`config.mk`:
```
export PLATFORM = sky130hd
export DESIGN_NAME = iofs_supervisor
export DESIGN_NICKNAME = d
export VERILOG_FILES = /design/src/common/iofs_pkg.sv /design/src/design/iofs_nv_store.sv /design/src/design/iofs_supervisor.sv /design/src/design/iofs_sync.sv
export SDC_FILE = /design/constraint.sdc
export NUM_CORES = 1
export LEC_CHECK = 0
export ABC_CLOCK_PERIOD_IN_PS = 4360
export BUFFER_PORTS_ARGS = -buffer_cell sky130_fd_sc_hd__clkbuf_2
export CAP_MARGIN = 30
export CORE_ASPECT_RATIO = 0.6
export CORE_MARGIN = 10
export CORE_UTILIZATION = 45
export CTS_CLUSTER_SIZE = 20
export DETAILED_ROUTE_END_ITERATION = 10
export PLACE_DENSITY_LB_ADDON = 0.25
export SYNTH_ARGS = -nofsm -noshare
export SYNTH_HDL_FRONTEND = slang
export SYNTH_HIERARCHICAL = 1
export SYNTH_SLANG_ARGS = --single-unit
```
`constraint.sdc`:
```
create_clock -name i_clock -period 4.36 [get_ports i_clock]
set_clock_uncertainty 0.15 [all_clocks]
set_input_delay 0.218 -clock i_clock [delete_from_list [all_inputs] [get_ports i_clock]]
set_output_delay 0.218 -clock i_clock [all_outputs]
set_load 0.02 [all_outputs]
```
`src/common/iofs_pkg.sv`:
```
// constants shared by the output fault supervisor design files
package iofs_pkg;

  // ****************************************************************
  // clock and timing
  // ****************************************************************
  localparam int CLK_PERIOD_NS = 100;
  localparam int TICK_MS_NS = 1000000;
  localparam int MS_CYCLES_DEF = TICK_MS_NS / CLK_PERIOD_NS;

  // ****************************************************************
  // output geometry
  // ****************************************************************
  localparam int N_OUT = 48;
  localparam int CHIP_W = 8;
  localparam int N_CHIP = N_OUT / CHIP_W;
  localparam int N_SYNC = N_OUT + N_CHIP + 3;

  // ****************************************************************
  // register byte addresses
  // ****************************************************************
  localparam logic [7:0] ADDR_OUT_LO = 8'h00;
  localparam logic [7:0] ADDR_OUT_HI = 8'h04;
  localparam logic [7:0] ADDR_FAULT = 8'h08;
  localparam logic [7:0] ADDR_STATUS = 8'h0C;
  localparam logic [7:0] ADDR_SHORT_LO = 8'h10;
  localparam logic [7:0] ADDR_SHORT_HI = 8'h14;
  localparam logic [7:0] ADDR_WDT_WORK = 8'h18;
  localparam logic [7:0] ADDR_WDT_NV = 8'h1C;
  localparam logic [7:0] ADDR_RATE_NV = 8'h20;
  localparam logic [7:0] ADDR_RATE_ACT = 8'h24;
  localparam logic [7:0] ADDR_PD_LO = 8'h28;
  localparam logic [7:0] ADDR_PD_HI = 8'h2C;

  // ****************************************************************
  // fault bit positions
  // ****************************************************************
  localparam int FLT_WDOG = 0;
  localparam int FLT_SHORT = 1;
  localparam int FLT_OT = 2;
  localparam int FLT_FIELD = 3;

  // ****************************************************************
  // settings and reset values
  // ****************************************************************
  localparam logic [15:0] WDT_DEF_MS = 16'h0032;
  localparam logic [15:0] NV_RATE_DEF = 16'h0009;
  localparam logic [3:0] RATE_SETUP = 4'h4;
  localparam logic [15:0] LED_TOGGLE_UPDATES = 16'h01F4;
  localparam logic NV_IDX_TO = 1'b0;
  localparam logic NV_IDX_RATE = 1'b1;

  typedef enum logic [1:0] {
    LD_TO = 2'b00,
    LD_RATE = 2'b01,
    LD_LAST = 2'b10,
    LD_RUN = 2'b11
  } iofs_ld_e;

endpackage : iofs_pkg

```
`src/design/iofs_nv_store.sv`:
```
// non-volatile settings store with registered read data
`timescale 1ns/1ps
module iofs_nv_store
  import iofs_pkg::*;
(
  input wire logic i_clock,
  input wire logic i_rst_b,
  input wire logic i_rd_addr,
  output logic [15:0] o_rd_data,
  input wire logic i_wr_en,
  input wire logic i_wr_addr,
  input wire logic [15:0] i_wr_data
);
  // contents outlive reset like the eeprom; the initialiser is the factory image
  logic [15:0] mem_q [0:1] = '{WDT_DEF_MS, NV_RATE_DEF};

  always_ff @(posedge i_clock) begin
    if (i_wr_en) begin
      mem_q[i_wr_addr] <= i_wr_data;
    end
  end

  always_ff @(posedge i_clock or negedge i_rst_b) begin
    if (!i_rst_b) begin
      o_rd_data <= 16'h0000;
    end else begin
      o_rd_data <= mem_q[i_rd_addr];
    end
  end
endmodule : iofs_nv_store

```
`src/design/iofs_supervisor.sv`:
```
// fault supervisor of a 48-output isolated card with wishbone register access
// Contract
// - missed host access within timeout latches fault
// - fault set: output writes ignored, outputs off
// - fault flag set straight out of reset
// - short circuit disables only that output
// - chip overtemperature disables its eight outputs
// - chip groups are aligned eight-output units
// - hold 48-bit output on/off value
// - report field voltage loss with separate logic
// - power-up: activity led off, fault on
// - running: fault led off, activity blinks
// - setup mode lights both leds
// - transfer returns 48 data, 8 fault bits
// - operate link at 2.5 megabaud, 10 kHz
// - working and stored timeout in milliseconds
// - stored setting selects operate link rate
// - setup mode forces 115.2 kilobaud rate
// - zero working timeout disables watchdog
// - stored settings load only at power-up
`timescale 1ns/1ps
module iofs_supervisor
  import iofs_pkg::*;
#(
  parameter int P_MS_CYCLES = MS_CYCLES_DEF
) (
  input wire logic i_clock,
  input wire logic i_rst_b,
  input wire logic i_wb_cyc,
  input wire logic i_wb_stb,
  input wire logic i_wb_we,
  input wire logic [7:0] i_wb_adr,
  input wire logic [3:0] i_wb_sel,
  input wire logic [31:0] i_wb_dat,
  output logic [31:0] o_wb_dat,
  output logic o_wb_ack,
  input wire logic [N_OUT-1:0] i_short_det,
  input wire logic [N_CHIP-1:0] i_ot_warn,
  input wire logic i_field_ok,
  input wire logic i_sep_logic_power,
  input wire logic i_setup_mode,
  output logic [N_OUT-1:0] o_drive,
  output logic o_activity_led,
  output logic o_fault_led,
  output logic [3:0] o_link_rate_index,
  output logic o_field_lost
);

  // ****************************************************************
  // pin synchronisation
  // ****************************************************************
  localparam logic [15:0] MS_LAST = 16'(P_MS_CYCLES - 1);

  logic [N_SYNC-1:0] sync_w;
  logic [N_OUT-1:0] short_s;
  logic [N_CHIP-1:0] ot_s;
  logic field_ok_s;
  logic sep_s;
  logic setup_s;

  iofs_sync #(.W(N_SYNC)) u_sync (
    .i_clock(i_clock),
    .i_rst_b(i_rst_b),
    .i_async({i_setup_mode, i_sep_logic_power, i_field_ok, i_ot_warn, i_short_det}),
    .o_sync(sync_w)
  );

  assign short_s = sync_w[N_OUT-1:0];
  assign ot_s = sync_w[N_OUT+N_CHIP-1:N_OUT];
  assign field_ok_s = sync_w[N_OUT+N_CHIP];
  assign sep_s = sync_w[N_OUT+N_CHIP+1];
  assign setup_s = sync_w[N_OUT+N_CHIP+2];

  // ****************************************************************
  // wishbone slave decode
  // ****************************************************************
  function automatic logic [31:0] apply_sel(input logic [31:0] old_v,
                                            input logic [31:0] new_v,
                                            input logic [3:0] sel);
    logic [31:0] r;
    r = old_v;
    for (int b = 0; b < 4; b++) begin
      if (sel[b]) begin
        r[b*8 +: 8] = new_v[b*8 +: 8];
      end
    end
    return r;
  endfunction : apply_sel

  logic take;
  logic wr;
  logic fault_clr;
  logic upd;

  assign take = i_wb_cyc && i_wb_stb && !o_wb_ack;
  assign wr = take && i_wb_we;
  assign fault_clr = wr && (i_wb_adr == ADDR_FAULT) && i_wb_sel[0] && i_wb_dat[FLT_WDOG];
  assign upd = wr && (i_wb_adr == ADDR_OUT_HI);

  // ****************************************************************
  // power-up load of stored settings
  // ****************************************************************
  iofs_ld_e ld_q;
  logic [15:0] nv_rd_w;
  logic nv_rd_addr;
  logic nv_wr_en;
  logic nv_wr_addr;
  logic [15:0] working_to_q;
  logic [3:0] rate_q;

  assign nv_rd_addr = (ld_q == LD_TO) ? NV_IDX_TO : NV_IDX_RATE;
  // stored writes never touch working copies until the next reset
  assign nv_wr_en = wr && ((i_wb_adr == ADDR_WDT_NV) || (i_wb_adr == ADDR_RATE_NV));
  assign nv_wr_addr = (i_wb_adr == ADDR_RATE_NV) ? NV_IDX_RATE : NV_IDX_TO;

  iofs_nv_store u_nv (
    .i_clock(i_clock),
    .i_rst_b(i_rst_b),
    .i_rd_addr(nv_rd_addr),
    .o_rd_data(nv_rd_w),
    .i_wr_en(nv_wr_en),
    .i_wr_addr(nv_wr_addr),
    .i_wr_data(16'(apply_sel(32'h0000_0000, i_wb_dat, i_wb_sel)))
  );

  always_ff @(posedge i_clock or negedge i_rst_b) begin
    if (!i_rst_b) begin
      ld_q <= LD_TO;
    end else begin
      case (ld_q)
        LD_TO: ld_q <= LD_RATE;
        LD_RATE: ld_q <= LD_LAST;
        LD_LAST: ld_q <= LD_RUN;
        default: ld_q <= LD_RUN;
      endcase
    end
  end

  always_ff @(posedge i_clock or negedge i_rst_b) begin
    if (!i_rst_b) begin
      working_to_q <= WDT_DEF_MS;
    end else if (ld_q == LD_RATE) begin
      working_to_q <= nv_rd_w;
    end else if (wr && (i_wb_adr == ADDR_WDT_WORK)) begin
      working_to_q <= 16'(apply_sel({16'h0000, working_to_q}, i_wb_dat, i_wb_sel));
    end
  end

  always_ff @(posedge i_clock or negedge i_rst_b) begin
    if (!i_rst_b) begin
      rate_q <= NV_RATE_DEF[3:0];
    end else if (ld_q == LD_LAST) begin
      rate_q <= nv_rd_w[3:0];
    end
  end

  // ****************************************************************
  // communication watchdog
  // ****************************************************************
  logic [15:0] tick_cnt_q;
  logic [15:0] ms_elapsed_q;
  logic wdt_expire;

  // saturating elapsed count so a long silence cannot wrap back to ok
  always_ff @(posedge i_clock or negedge i_rst_b) begin
    if (!i_rst_b) begin
      tick_cnt_q <= 16'h0000;
      ms_elapsed_q <= 16'h0000;
    end else if (take) begin
      tick_cnt_q <= 16'h0000;
      ms_elapsed_q <= 16'h0000;
    end else if (tick_cnt_q == MS_LAST) begin
      tick_cnt_q <= 16'h0000;
      if (ms_elapsed_q != 16'hFFFF) begin
        ms_elapsed_q <= ms_elapsed_q + 16'h0001;
      end
    end else begin
      tick_cnt_q <= tick_cnt_q + 16'h0001;
    end
  end

  assign wdt_expire = (ld_q == LD_RUN) && (working_to_q != 16'h0000) &&
                      (ms_elapsed_q >= working_to_q);

  // ****************************************************************
  // fault latches
  // ****************************************************************
  logic fault_q;
  logic [N_OUT-1:0] short_q;
  logic [N_CHIP-1:0] ot_q;
  logic field_lost_q;
  logic [7:0] fault_byte;

  // a new event in the clearing cycle wins over the clear
  always_ff @(posedge i_clock or negedge i_rst_b) begin
    if (!i_rst_b) begin
      fault_q <= 1'b1;
    end else if (wdt_expire) begin
      fault_q <= 1'b1;
    end else if (fault_clr) begin
      fault_q <= 1'b0;
    end
  end

  always_ff @(posedge i_clock or negedge i_rst_b) begin
    if (!i_rst_b) begin
      short_q <= '0;
      ot_q <= '0;
      field_lost_q <= 1'b0;
    end else begin
      short_q <= short_s | (short_q & ~{N_OUT{fault_clr}});
      ot_q <= ot_s | (ot_q & ~{N_CHIP{fault_clr}});
      field_lost_q <= (sep_s && !field_ok_s) || (field_lost_q && !fault_clr);
    end
  end

  assign fault_byte = {4'h0, field_lost_q, |ot_q, |short_q, fault_q};

  // ****************************************************************
  // output data and drive
  // ****************************************************************
  logic [N_OUT-1:0] out_q;
  logic [N_OUT-1:0] chip_off;

  always_ff @(posedge i_clock or negedge i_rst_b) begin
    if (!i_rst_b) begin
      out_q <= '0;
    end else if (wr && !fault_q) begin
      if (i_wb_adr == ADDR_OUT_LO) begin
        out_q[31:0] <= apply_sel(out_q[31:0], i_wb_dat, i_wb_sel);
      end else if (i_wb_adr == ADDR_OUT_HI) begin
        out_q[N_OUT-1:32] <= 16'(apply_sel({16'h0000, out_q[N_OUT-1:32]}, i_wb_dat, i_wb_sel));
      end
    end
  end

  for (genvar g = 0; g < N_CHIP; g++) begin : g_chip
    assign chip_off[g*CHIP_W +: CHIP_W] = {CHIP_W{ot_q[g]}};
  end

  always_ff @(posedge i_clock or negedge i_rst_b) begin
    if (!i_rst_b) begin
      o_drive <= '0;
    end else begin
      o_drive <= out_q & ~short_q & ~chip_off & {N_OUT{!fault_q}};
    end
  end

  always_ff @(posedge i_clock or negedge i_rst_b) begin
    if (!i_rst_b) begin
      o_field_lost <= 1'b0;
      o_link_rate_index <= NV_RATE_DEF[3:0];
    end else begin
      o_field_lost <= field_lost_q;
      o_link_rate_index <= setup_s ? RATE_SETUP : rate_q;
    end
  end

  // ****************************************************************
  // status indicators
  // ****************************************************************
  logic [15:0] upd_cnt_q;
  logic blink_q;

  // blink follows process updates, not time, so it doubles as a rate check
  always_ff @(posedge i_clock or negedge i_rst_b) begin
    if (!i_rst_b) begin
      upd_cnt_q <= 16'h0000;
      blink_q <= 1'b0;
    end else if (upd) begin
      if (upd_cnt_q == LED_TOGGLE_UPDATES - 16'h0001) begin
        upd_cnt_q <= 16'h0000;
        blink_q <= !blink_q;
      end else begin
        upd_cnt_q <= upd_cnt_q + 16'h0001;
      end
    end
  end

  always_ff @(posedge i_clock or negedge i_rst_b) begin
    if (!i_rst_b) begin
      o_activity_led <= 1'b0;
      o_fault_led <= 1'b1;
    end else if (setup_s) begin
      o_activity_led <= 1'b1;
      o_fault_led <= 1'b1;
    end else if (fault_q) begin
      o_activity_led <= 1'b0;
      o_fault_led <= 1'b1;
    end else begin
      o_activity_led <= blink_q;
      o_fault_led <= 1'b0;
    end
  end

  // ****************************************************************
  // read mux and acknowledge
  // ****************************************************************
  logic [31:0] rd_d;

  always_comb begin
    rd_d = 32'h0000_0000;
    if (i_wb_adr == ADDR_OUT_LO) begin
      rd_d = out_q[31:0];
    end else if (i_wb_adr == ADDR_OUT_HI) begin
      rd_d = {16'h0000, out_q[N_OUT-1:32]};
    end else if (i_wb_adr == ADDR_FAULT) begin
      rd_d = {24'h000000, fault_byte};
    end else if (i_wb_adr == ADDR_STATUS) begin
      rd_d = {20'h00000, ld_q == LD_RUN, setup_s, sep_s, field_ok_s, 2'b00, ot_q};
    end else if (i_wb_adr == ADDR_SHORT_LO) begin
      rd_d = short_q[31:0];
    end else if (i_wb_adr == ADDR_SHORT_HI) begin
      rd_d = {16'h0000, short_q[N_OUT-1:32]};
    end else if (i_wb_adr == ADDR_WDT_WORK) begin
      rd_d = {16'h0000, working_to_q};
    end else if (i_wb_adr == ADDR_RATE_ACT) begin
      rd_d = {28'h0000000, o_link_rate_index};
    end else if (i_wb_adr == ADDR_PD_LO) begin
      rd_d = o_drive[31:0];
    end else if (i_wb_adr == ADDR_PD_HI) begin
      rd_d = {8'h00, fault_byte, o_drive[N_OUT-1:32]};
    end
  end

  always_ff @(posedge i_clock or negedge i_rst_b) begin
    if (!i_rst_b) begin
      o_wb_ack <= 1'b0;
      o_wb_dat <= 32'h0000_0000;
    end else begin
      o_wb_ack <= take;
      if (take && !i_wb_we) begin
        o_wb_dat <= rd_d;
      end
    end
  end

  // ****************************************************************
  // assertions
  // ****************************************************************
  wdog_fault_set_a: assert property (@(posedge i_clock) disable iff (!i_rst_b)
    wdt_expire |=> fault_q) else $error("watchdog expiry did not latch fault");
  fault_blocks_drive_a: assert property (@(posedge i_clock) disable iff (!i_rst_b)
    fault_q |=> (o_drive == '0)) else $error("outputs driven while faulted");
  out_write_ignored_a: assert property (@(posedge i_clock) disable iff (!i_rst_b)
    (wr && fault_q) |=> $stable(out_q)) else $error("output write taken while faulted");
  start_faulted_a: assert property (@(posedge i_clock) disable iff (!i_rst_b)
    (ld_q == LD_TO) |-> fault_q) else $error("fault not set after reset");
  short_isolates_a: assert property (@(posedge i_clock) disable iff (!i_rst_b)
    1'b1 |=> ((o_drive & $past(short_q)) == '0)) else $error("shorted output still driven");
  chip_isolates_a: assert property (@(posedge i_clock) disable iff (!i_rst_b)
    1'b1 |=> ((o_drive & $past(chip_off)) == '0)) else $error("hot chip output still driven");
  powerup_leds_a: assert property (@(posedge i_clock) disable iff (!i_rst_b)
    (ld_q == LD_TO) |=> (o_fault_led && (!o_activity_led || $past(setup_s))))
    else $error("power-up indicators wrong");
  run_fault_led_a: assert property (@(posedge i_clock) disable iff (!i_rst_b)
    (!setup_s && !fault_q) |=> !o_fault_led) else $error("fault led lit while running");
  setup_leds_a: assert property (@(posedge i_clock) disable iff (!i_rst_b)
    setup_s |=> (o_activity_led && o_fault_led)) else $error("setup indicators not both on");
  setup_rate_a: assert property (@(posedge i_clock) disable iff (!i_rst_b)
    setup_s |=> (o_link_rate_index == RATE_SETUP)) else $error("setup rate not forced");
  zero_timeout_a: assert property (@(posedge i_clock) disable iff (!i_rst_b)
    (working_to_q == 16'h0000) |-> !wdt_expire) else $error("watchdog fired with zero timeout");
  access_restart_a: assert property (@(posedge i_clock) disable iff (!i_rst_b)
    take |=> (ms_elapsed_q == 16'h0000) ##1 (ms_elapsed_q <= 16'h0001))
    else $error("access did not restart watchdog");
  ack_pulse_a: assert property (@(posedge i_clock) disable iff (!i_rst_b)
    take |=> o_wb_ack ##1 !o_wb_ack) else $error("ack not a single cycle");

endmodule : iofs_supervisor

```
`src/design/iofs_sync.sv`:
```
// two flip-flop synchroniser for a bundle of pin levels
`timescale 1ns/1ps
module iofs_sync #(
  parameter int W = 1
) (
  input wire logic i_clock,
  input wire logic i_rst_b,
  input wire logic [W-1:0] i_async,
  output logic [W-1:0] o_sync
);
  logic [W-1:0] meta_q;

  always_ff @(posedge i_clock or negedge i_rst_b) begin
    if (!i_rst_b) begin
      meta_q <= '0;
      o_sync <= '0;
    end else begin
      meta_q <= i_async;
      o_sync <= meta_q;
    end
  end
endmodule : iofs_sync

```
---- Word level (Yosys, flattened, before mapping) ----
Memory sizes are Yosys's and may differ from the RTL's. A register that Yosys moved wholly into a read port is not among the register bits.
Index checks and enable logic that the tools add are counted.
operators by class
  $add $sub $neg .......................... 3
  order comparisons ....................... 1
  equal/unequal tests ..................... 17
  multiplexer cells ....................... 34
  bitwise gates (word level) .............. 12
  reduce and logical (&&, ||, !) cells .... 45
operators with widths
  kind                   count
  $mux 32                9
  $and 48x48->48         4
  $not 48->48            3
  $mux 16                8
  $add 16x1->16 const B  3
  $or 48x48->48          1
  $reduce_or 48->1       1
  $eq 8x5->1 const B     4
  $eq 8x6->1 const B     4
  $mux 8                 4
  $mux 20                1
  $eq 16x14->1 const B   1
  $eq 16x9->1 const B    1
  $eq 8x4->1 const B     2
  $ge 16x16->1           1
  $ne 16x16->1 const B   1
  $reduce_bool 16->1     1
  $logic_and 1x1->1      15
  $reduce_and 3->1       4
  $reduce_bool 2->1      6
  $mux 1                 10
  $eq 8x3->1 const B     1
  $logic_not 8->1        1
  $reduce_and 2->1       4
  other kinds (13)       22
word-level totals
  flip-flop bits (word level) ............. 377
  RAM bits ................................ 32
  input bits .............................. 106
  output and inout port bits .............. 88
  memories ................................ 1
memories
  memory      depth  width  rd ports  clocked after Yosys merged registers in  wr ports  RTL line             text
  u_nv.mem_q  2      16     1         1                                        1         iofs_nv_store.sv:15  logic [15:0] mem_q [0:1] = '{WDT_DEF_MS, NV_RATE_DEF};

---- Depth between registers and ports, before layout ----
Gate-level depths: netlist of run 1.
  word-level depth ........................ 11
  gate-level depth with buffers ........... 8
  mapped depth without buffers ............ 7

---- By module ----
The synthesis of run 1 kept the hierarchy.
by module, submodules not included
  module           instances  cells an instance  area each (um^2)  seq. area each (um^2)
  iofs_supervisor  1          1138               12423.2           6592.6
  iofs_sync        1          114                2852.7            2852.7
  iofs_nv_store    1          68                 1622.8            1361.3

---- Least setup slack after synthesis of run 1 ----
No wires, ideal clock.
  kind .................................... input to register
  start ................................... in i_wb_adr[7]
  end ..................................... mem u_nv.mem_q[0][0], enable pin
  arrival time ............................ 2.200 ns
  path slack .............................. 1.620 ns
  stages on the path ...................... 6
  buffers on the path ..................... 1
  path through ............................ or4b_1 > clkbuf_1 > nor2_1 > a21oi_1 > nor2_1 > nor2b_1
on the way
  longest elaborated chain between the ends .. 5
  elaborated cells on any way between the ends .. 7
RTL lines
  item                                             RTL line                text
  from (decl)                                      iofs_supervisor.sv:32   input wire logic [7:0] i_wb_adr,
  $eq 8x5->1 / $eq 8x6->1 (equally long branches)  iofs_supervisor.sv:113  assign nv_wr_en = wr && ((i_wb_adr == ADDR_WDT_NV) || (i_wb_adr == ADDR_RATE_NV));
  $logic_or 1x1->1 *                               iofs_supervisor.sv:113
  $logic_and 1x1->1 *                              iofs_supervisor.sv:113
  named net nv_wr_en                               iofs_supervisor.sv:106  logic nv_wr_en;
  $mux 1 *                                         iofs_nv_store.sv:18     if (i_wr_en) begin
  $mux 1 (not written as such) *                   iofs_nv_store.sv:19     mem_q[i_wr_addr] <= i_wr_data;
  to (decl)                                        iofs_nv_store.sv:15
Mark *: on every way through the listed nets, which the timed path passes. The rest lies on a longest branch.

---- Worst setup path after layout of run 1 ----
  start ................................... in i_wb_adr[7]
  end ..................................... reg out_q[20]
on the way
  longest elaborated chain between the ends .. 2
RTL lines
  item                             RTL line                text
  $logic_not 8->1                  iofs_supervisor.sv:229  if (i_wb_adr == ADDR_OUT_LO) begin
  $reduce_and 3->1 (no line)       --
  to (signal assigned)             iofs_supervisor.sv:230  out_q[31:0] <= apply_sel(out_q[31:0], i_wb_dat, i_wb_sel);
  to (signal, indexed assignment)  iofs_supervisor.sv:232  out_q[N_OUT-1:32] <= 16'(apply_sel({16'h0000, out_q[N_OUT-1:32]}, i_wb_dat, i_wb_sel));
  to (decl)                        iofs_supervisor.sv:222  logic [N_OUT-1:0] out_q;
No other way between the ends.
A chain may end at the register's enable or synchronous reset.

==> metrics.md, run 1 <==
| Metric | Value |
|---|---|
| Status | finished, final reports clean |
| Ys flop type | dfrtp_1 |
| Synth Cell Area | 16,900 um^2 |
| GPL Wtd Cong | 0.962 |
| Vias in the first global route | 12,200 |
| Rows | 54 |
| Root buf cell | clkbuf_16 |
| Inserted Clock Buffers | 39 |
| Async SR Flop Fraction | 0.925 |
| Gr usage total | 0.216 |
| Post-synth EDFFs | 32 |
| Total number of vias | 12,300 |
| Sequential fraction of the synthesis area | 0.639 |
| Slew headroom | 0.302 |
| WL final | 50,300 um |
| Largest net degree at the start of global routing | 168 |
| Initial Util | 0.461 |
| Required @ worst endpoint | 4.64 ns |
| Synthesized area per cell | 12.8 um^2 |
| Final min period | 2.84 ns |
| Max Root-Sink Buffers | 3 |
| Cell variety after synth | 72 |
| Vias per cell | 5.74 |
| Drt drc | 0 |
| FF-to-FF setup slack | 1.53 ns |
| Skew-Pair Late Insertion Delay | 0.56 ns |
| Htree depth | 2 |
| Worst Path Max Fanout | 13 |
| Setup tns final | 0 ns |
| Reg2reg start | o_wb_ack |
| Yosys top cell by area | dfrtp_1 |
| First-pass GRT wire length | 76,500 um |
| Top cells by count, synth | 384 x dfrtp_1, 85 x nand2_1, 64 x o21ai_0, 63 x mux2_2, 61 x a21o_1 |
| Detail Route Antenna Nets | 0 |
| Port Buffers | 193 |
| CP Data Arrival Time | 3.12 ns |
| Post-CTS Setup Inserts | 0 |
| Routed len/inst | 23.4 um |
| HPWL after detailed placement | 36,100 um |
| Reg2reg end | out_q[20] |
| Die Height | 170 um |
| Die area | 46,000 um^2 |
| Initial antenna violation count | 0 |
| Count leader, synth | dfrtp_1 |
| DRT Pass-1 Iters | 6 |
| Pleak | 9.06 nW |
| Worst setup SP type | input pin |
| Die X | 270 um |
| Crit end category | register |
| Setup ws final | 1.52 ns |
| IO Pins | 194 |
| # setup viols final | 0 |
| RSZ-0062 raised after global routing | false |
| Synth Instances | 1,320 |
| TritonCTS clock tree | yes |
| Fmax | 353 MHz |
| Initial DRC count | 1,585 |
| Multi-input gate area | 5740 um^2 |
| Top cells by area, synth | dfrtp_1 57%, edfxtp_1 5.7%, mux2_2 4.2% |
| Hold Fails Final Rpt | 0 |
| Share of the synthesized area in the top cell type | 0.569 |
| Clock sinks | 425 |
| Total congestion overflow | 0 |
| FF+latch area | 10,800 um^2 |
| Max-cap violations | 0 |
| Ratio of cells with drive above 1 in the final layout | 0.247 |
| Clock transition at path regs | 0.07 ns |
| Final Max Tran Viols | 0 |
| Area Growth Syn to Fin | 23.3% |
| Fill count | 3,010 |
| Diode count | 0 |
| Worst r2r path cells | 5 |
| Post-synthesis net count | 1,445 |
| Peak supply drop | 0.000308 V |
| P per Cell Area | 401 nW/um^2 |
| Place WS | 1.17 ns |
| Yosys warning count | 6 |
| Yosys reg bits | 425 |
| Nets@finish | 1,738 |
| Part of the cycle the worst path needs | 0.650 |
| Worst hold-check path type | in -> async |
| Slew @ Worst Pin | 1.04 ns |
| Core ar. | 36,700 um^2 |
| Kind of critical path | in -> reg |
[power breakdown]
group          internal, mW  total, mW  switching, mW
Combinational         0.194      0.497          0.303
Sequential             4.10       4.17         0.0736
Clock                  2.15       3.69           1.54
[kinds of logic (layout without fill, tap and decap cells)]
group	count (synthesis)	after routing	synth area share
buffers and inverters	87	409	0.0213
xor gates and xnor gates	31	31	0.0161
DFF	425	425	0.639
and+or+nand+nor	404	404	0.139
adders and majority gates	19	19	0.0141
muxes	91	91	0.0615
AOI/OAI and AO/OA	263	263	0.109
[final cells by class]
cell class              instances  share of cell area
clock buffers                  54              0.0569
clock inverters                16             0.00967
inverters                      23             0.00414
multi-input cells             808               0.275
flip-flops and latches        425               0.518
well taps                     504              0.0303
repair buffers                316               0.105
[per-layer routing]
layer,vias up,share of wire,global-route usage
li1,5425,-,-
met1,6228,0.45,0.311
met2,573,0.43,0.319
met3,97,0.094,0.0557
met4,0,0.026,0.0591
met5,-,0,0
[critical path, cell delays in order]
cell           delay, ns
clkbuf_2            0.18
or4_1               0.75
nor3_4              0.57
buf_4               0.32
nand3_4             0.17
mux2_2              0.34
dlygate4sd3_1       0.56
[worst max-delay path by stage]
stage,startpoint,to,slack (ns),cells after the start
5_1_grt,o_wb_ack,out_q[19],1.46,5
4_1_cts,o_wb_ack,out_q[20],1.54,5
6_report,i_wb_adr[7],out_q[20],1.52,7
3_5_place_dp,i_wb_adr[7],u_nv/mem_q[1][8],1.17,6
3_3_place_gp,i_wb_adr[7],u_nv/mem_q[1][12],1.26,6
2_1_floorplan,i_wb_adr[7],u_nv/mem_q[0][0],1.62,6
[timing repair]
item / CTS / global route
hold buffers: 98 / 0
endpoints found under the hold margin: 265 / 0
gates resized for setup: 0 / 0
[sequential cells by signal (all words and copies together), names as in the netlist, 6 cells and up]
register / count
u_sync/meta_q: 57
u_sync/o_sync: 57
o_drive: 48
out_q: 48
short_q: 48
o_wb_dat: 32
u_nv/mem_q: 32
ms_elapsed_q: 16
tick_cnt_q: 16
u_nv/o_rd_data: 16
upd_cnt_q: 16
working_to_q: 16
ot_q: 6
[cells in the final DEF, fill, tap and decap left out, types with 16 or more instances in the layout]
master and count:
nor3b_1 52, nor3_1 17, clkbuf_16 42, dlygate4sd3_1 98, edfxtp_1 32, nor2_1 56
nand2_1 85, nand3_1 33, a222oi_1 22, mux2_2 63, mux2i_1 18, buf_4 22
clkbuf_2 192, a21o_1 61, xnor2_1 16, dfrtp_1 384, ha_1 19, o21ai_0 64
nor4_1 21, and2_1 22, a221oi_1 16, a21oi_1 29, inv_1 23
[stage by stage]
stage | util | area, um^2 | total power [mW] | hold WS, ns | instances
after detailed placement | 0.503 | 18400 | 4.68 | 0.0502 | 1977
after global placement | 0.503 | 18400 | 4.67 | 0.0499 | 1976
after global routing | 0.568 | 20800 | 8.64 | 0.0889 | 2146
final | 0.568 | 20800 | 8.36 | 0.0649 | 2146
after floorplan | - | 16900 | 4.42 | -0.228 | 1320
after CTS | 0.567 | 20800 | 8.43 | 0.0710 | 2145
Note: power is estimated with default switching activity, not from simulation.
==> inputs of run 2 (changes only) <==
--- a/config.mk
+++ b/config.mk
@@ -5,7 +5,7 @@
 export SDC_FILE = /design/constraint.sdc
 export NUM_CORES = 1
 export LEC_CHECK = 0
-export ABC_CLOCK_PERIOD_IN_PS = 4360
+export ABC_CLOCK_PERIOD_IN_PS = 3000
 export BUFFER_PORTS_ARGS = -buffer_cell sky130_fd_sc_hd__clkbuf_2
 export CAP_MARGIN = 30
 export CORE_ASPECT_RATIO = 0.6
==> constraint.sdc (replaced) <==
create_clock -name i_clock -period 3 [get_ports i_clock]
set_clock_uncertainty 0.15 [all_clocks]
set_input_delay 0.15 -clock i_clock [delete_from_list [all_inputs] [get_ports i_clock]]
set_output_delay 0.15 -clock i_clock [all_outputs]
set_load 0.02 [all_outputs]
==> run 2 against run 1 <==
  * Final cell count is 1.3% higher
  * Via count rose by 0.58%
  * Flip-flop and latch count did not move
  * Hold slack lost 0.044 ns
  * Sequential power grew 46%
  * Die area stayed put
  * Global-route usage up 0.69 points
  * Combinational power grew 51%
  * Clock power rose by 53%
  * Routed wire length is 2.0% higher
  * Sequential share of layout area down 0.62 points
  * Critical path type is now reg -> reg
  * Largest cell class unchanged
==> metrics.md, run 2 (synthesized netlist as in run 1, its figures left out) <==
| Metric | Value |
|---|---|
| Top delay family on crit path | simple AND/OR/NAND/NOR gates |
| Gr usage total | 0.223 |
| HPWL after detailed placement | 36,800 um |
| M2 GR Usage | 0.329 |
| Die Height | 170 um |
| Worst hold-check path type | in -> reg |
| Final Max Tran Viols | 0 |
| Slew @ Worst Pin | 0.814 ns |
| Post-cts sizing count | 0 |
| Minimum hold slack | 0.0209 ns |
| GPL Wtd Cong | 0.937 |
| Most frequent cells in the layout | 384 x dfrtp_1, 192 x clkbuf_2, 98 x dlygate4sd3_1 |
| Sw Share | 0.230 |
| Inserted Clock Buffers | 41 |
| Worst Path Max Fanout | 8 |
| Crit end category | register |
| Met3 GRT Util | 0.0582 |
| Root buf cell | clkbuf_16 |
| Sequential power share | 0.487 |
| IO Pins | 194 |
| Part of the cycle the worst path needs | 0.858 |
| Port Buffers | 193 |
| Power Internal | 9.60 mW |
| TritonCTS clock tree | yes |
| Die area | 46,000 um^2 |
| Total congestion overflow | 0 |
| Peak supply drop | 0.000398 V |
| GR Layer Usage met1 | 0.320 |
| Most common cell after layout, fill and taps aside | dfrtp_1 |
| Fmax | 389 MHz |
| Htree depth | 2 |
| First-pass GRT wire length | 79,000 um |
| Slew headroom | 0.452 |
| P per Cell Area | 591 nW/um^2 |
| P_sw | 2.87 mW |
| Largest regs | u_sync/meta_q x57, u_sync/o_sync x57 |
| Total power | 12.5 mW |
| Vias per cell | 5.70 |
| Ratio of cells with drive above 1 in the final layout | 0.258 |
| CP max stage delay | 0.56 ns |
| Clock transition at path regs | 0.07 ns |
| Post-CTS Setup Inserts | 0 |
| Max-cap violations | 0 |
| Initial antenna violation count | 0 |
| Post-CTS Hold Buffers | 98 |
| Initial Util | 0.461 |
| # setup viols final | 0 |
| Fin util | 0.575 |
| Buffers & Inverters on Critical Path | 2 |
| Logic pwr share | 0.060 |
| Largest net degree at the start of global routing | 89 |
| CP max-delay cell | dlygate4sd3_1 |
| Required @ worst endpoint | 3.28 ns |
| Diode count | 0 |
| Worst setup SP type | register |
| Total number of vias | 12,400 |
| Nets@finish | 1,762 |
| Kind of critical path | reg -> reg |
| Detail Route Antenna Nets | 0 |
| CP Data Arrival Time | 2.86 ns |
| Clock network fraction of total power | 0.453 |
| RSZ-0062 raised after global routing | false |
| Vias in the first global route | 12,700 |
| Initial DRC count | 1,265 |
| Max Root-Sink Buffers | 3 |
| Hold Fails Final Rpt | 0 |
| Status | finished, final reports clean |
| Area Growth Syn to Fin | 24.8% |
| Routed len/inst | 23.6 um |
| Final min period | 2.57 ns |
| Skew-Pair Late Insertion Delay | 0.56 ns |
| Pleak | 9.20 nW |
| WL final | 51,300 um |
| Rows | 54 |
| Drt drc | 0 |
| Setup tns final | 0 ns |
| Die X | 270 um |
| Clock sinks | 425 |
| Core ar. | 36,700 um^2 |
| Gr busiest metal | met2 |
| CP cell instances | nand4b_1 -> nor2_1 -> buf_4 -> nand3_4 -> mux2_2 -> dlygate4sd3_1 |
| DRT Pass-1 Iters | 10 |
[run 2: cell types whose count changed in the layout (fill, tap and decap cells not counted), moves of 2 or more]
cell and change:
inv_6 +3, buf_12 +2, clkbuf_1 +2, bufinv_16 +4
clkbuf_8 -5, buf_4 +21, clkinvlp_4 +3
[run 2: stage by stage]
stage          std cells  setup slack (ns)  area (um^2)
2_1_floorplan       1320             0.328        16900
3_3_place_gp        1998             0.527        18600
3_5_place_dp        2000             0.460        18600
4_1_cts             2174             0.418        21100
6_report            2174             0.427        21100
5_1_grt             2174             0.316        21100
[run 2: worst reg2reg max path, cell delays in order, from the launching register on]
cell and delay (ns):
dfrtp_1 0.40, nand4b_1 0.37, nor2_1 0.32, buf_4 0.20, nand3_4 0.15, mux2_2 0.32
dlygate4sd3_1 0.56
[run 2: routing by layer]
metal | share of wire | vias to the layer above
met5 | 0 | -
met4 | 0.027 | 0
met3 | 0.087 | 90
met2 | 0.43 | 552
met1 | 0.45 | 6280
li1 | - | 5472
[run 2: final timing paths]
kind	endpoint	start	depth (start not counted)	slack, ns
min in group asynchronous	o_wb_dat[2]	i_rst_b	2	0.07
setup / recovery	out_q[17]	o_wb_ack	6	0.43
max in group asynchronous	short_q[41]	i_rst_b	3	1.68
hold reg to reg	u_sync/o_sync[43]	u_sync/meta_q[43]	0	0.19
setup reg to reg	out_q[17]	o_wb_ack	6	0.43
hold / removal	u_nv/mem_q[0][5]	i_wb_sel[0]	2	0.02
[run 2: area by class of cell]
class                   count  area [um^2]
inverters                  23         86.3
repair buffers            338         2360
well taps                 504          631
multi-input cells         808         5740
fillers                  3007        15600
clock inverters            26          372
flip-flops and latches    425        10800
clock buffers              50         1100
[run 2: power by group through the flow]
stage	logic, mW	registers (mW)	clock network, mW
6_report	0.748	6.07	5.65
5_1_grt	0.827	6.08	6.00
3_5_place_dp	0.657	6.17	0
3_3_place_gp	0.641	6.17	0
4_1_cts	0.754	6.06	5.73
2_1_floorplan	0.242	6.18	0
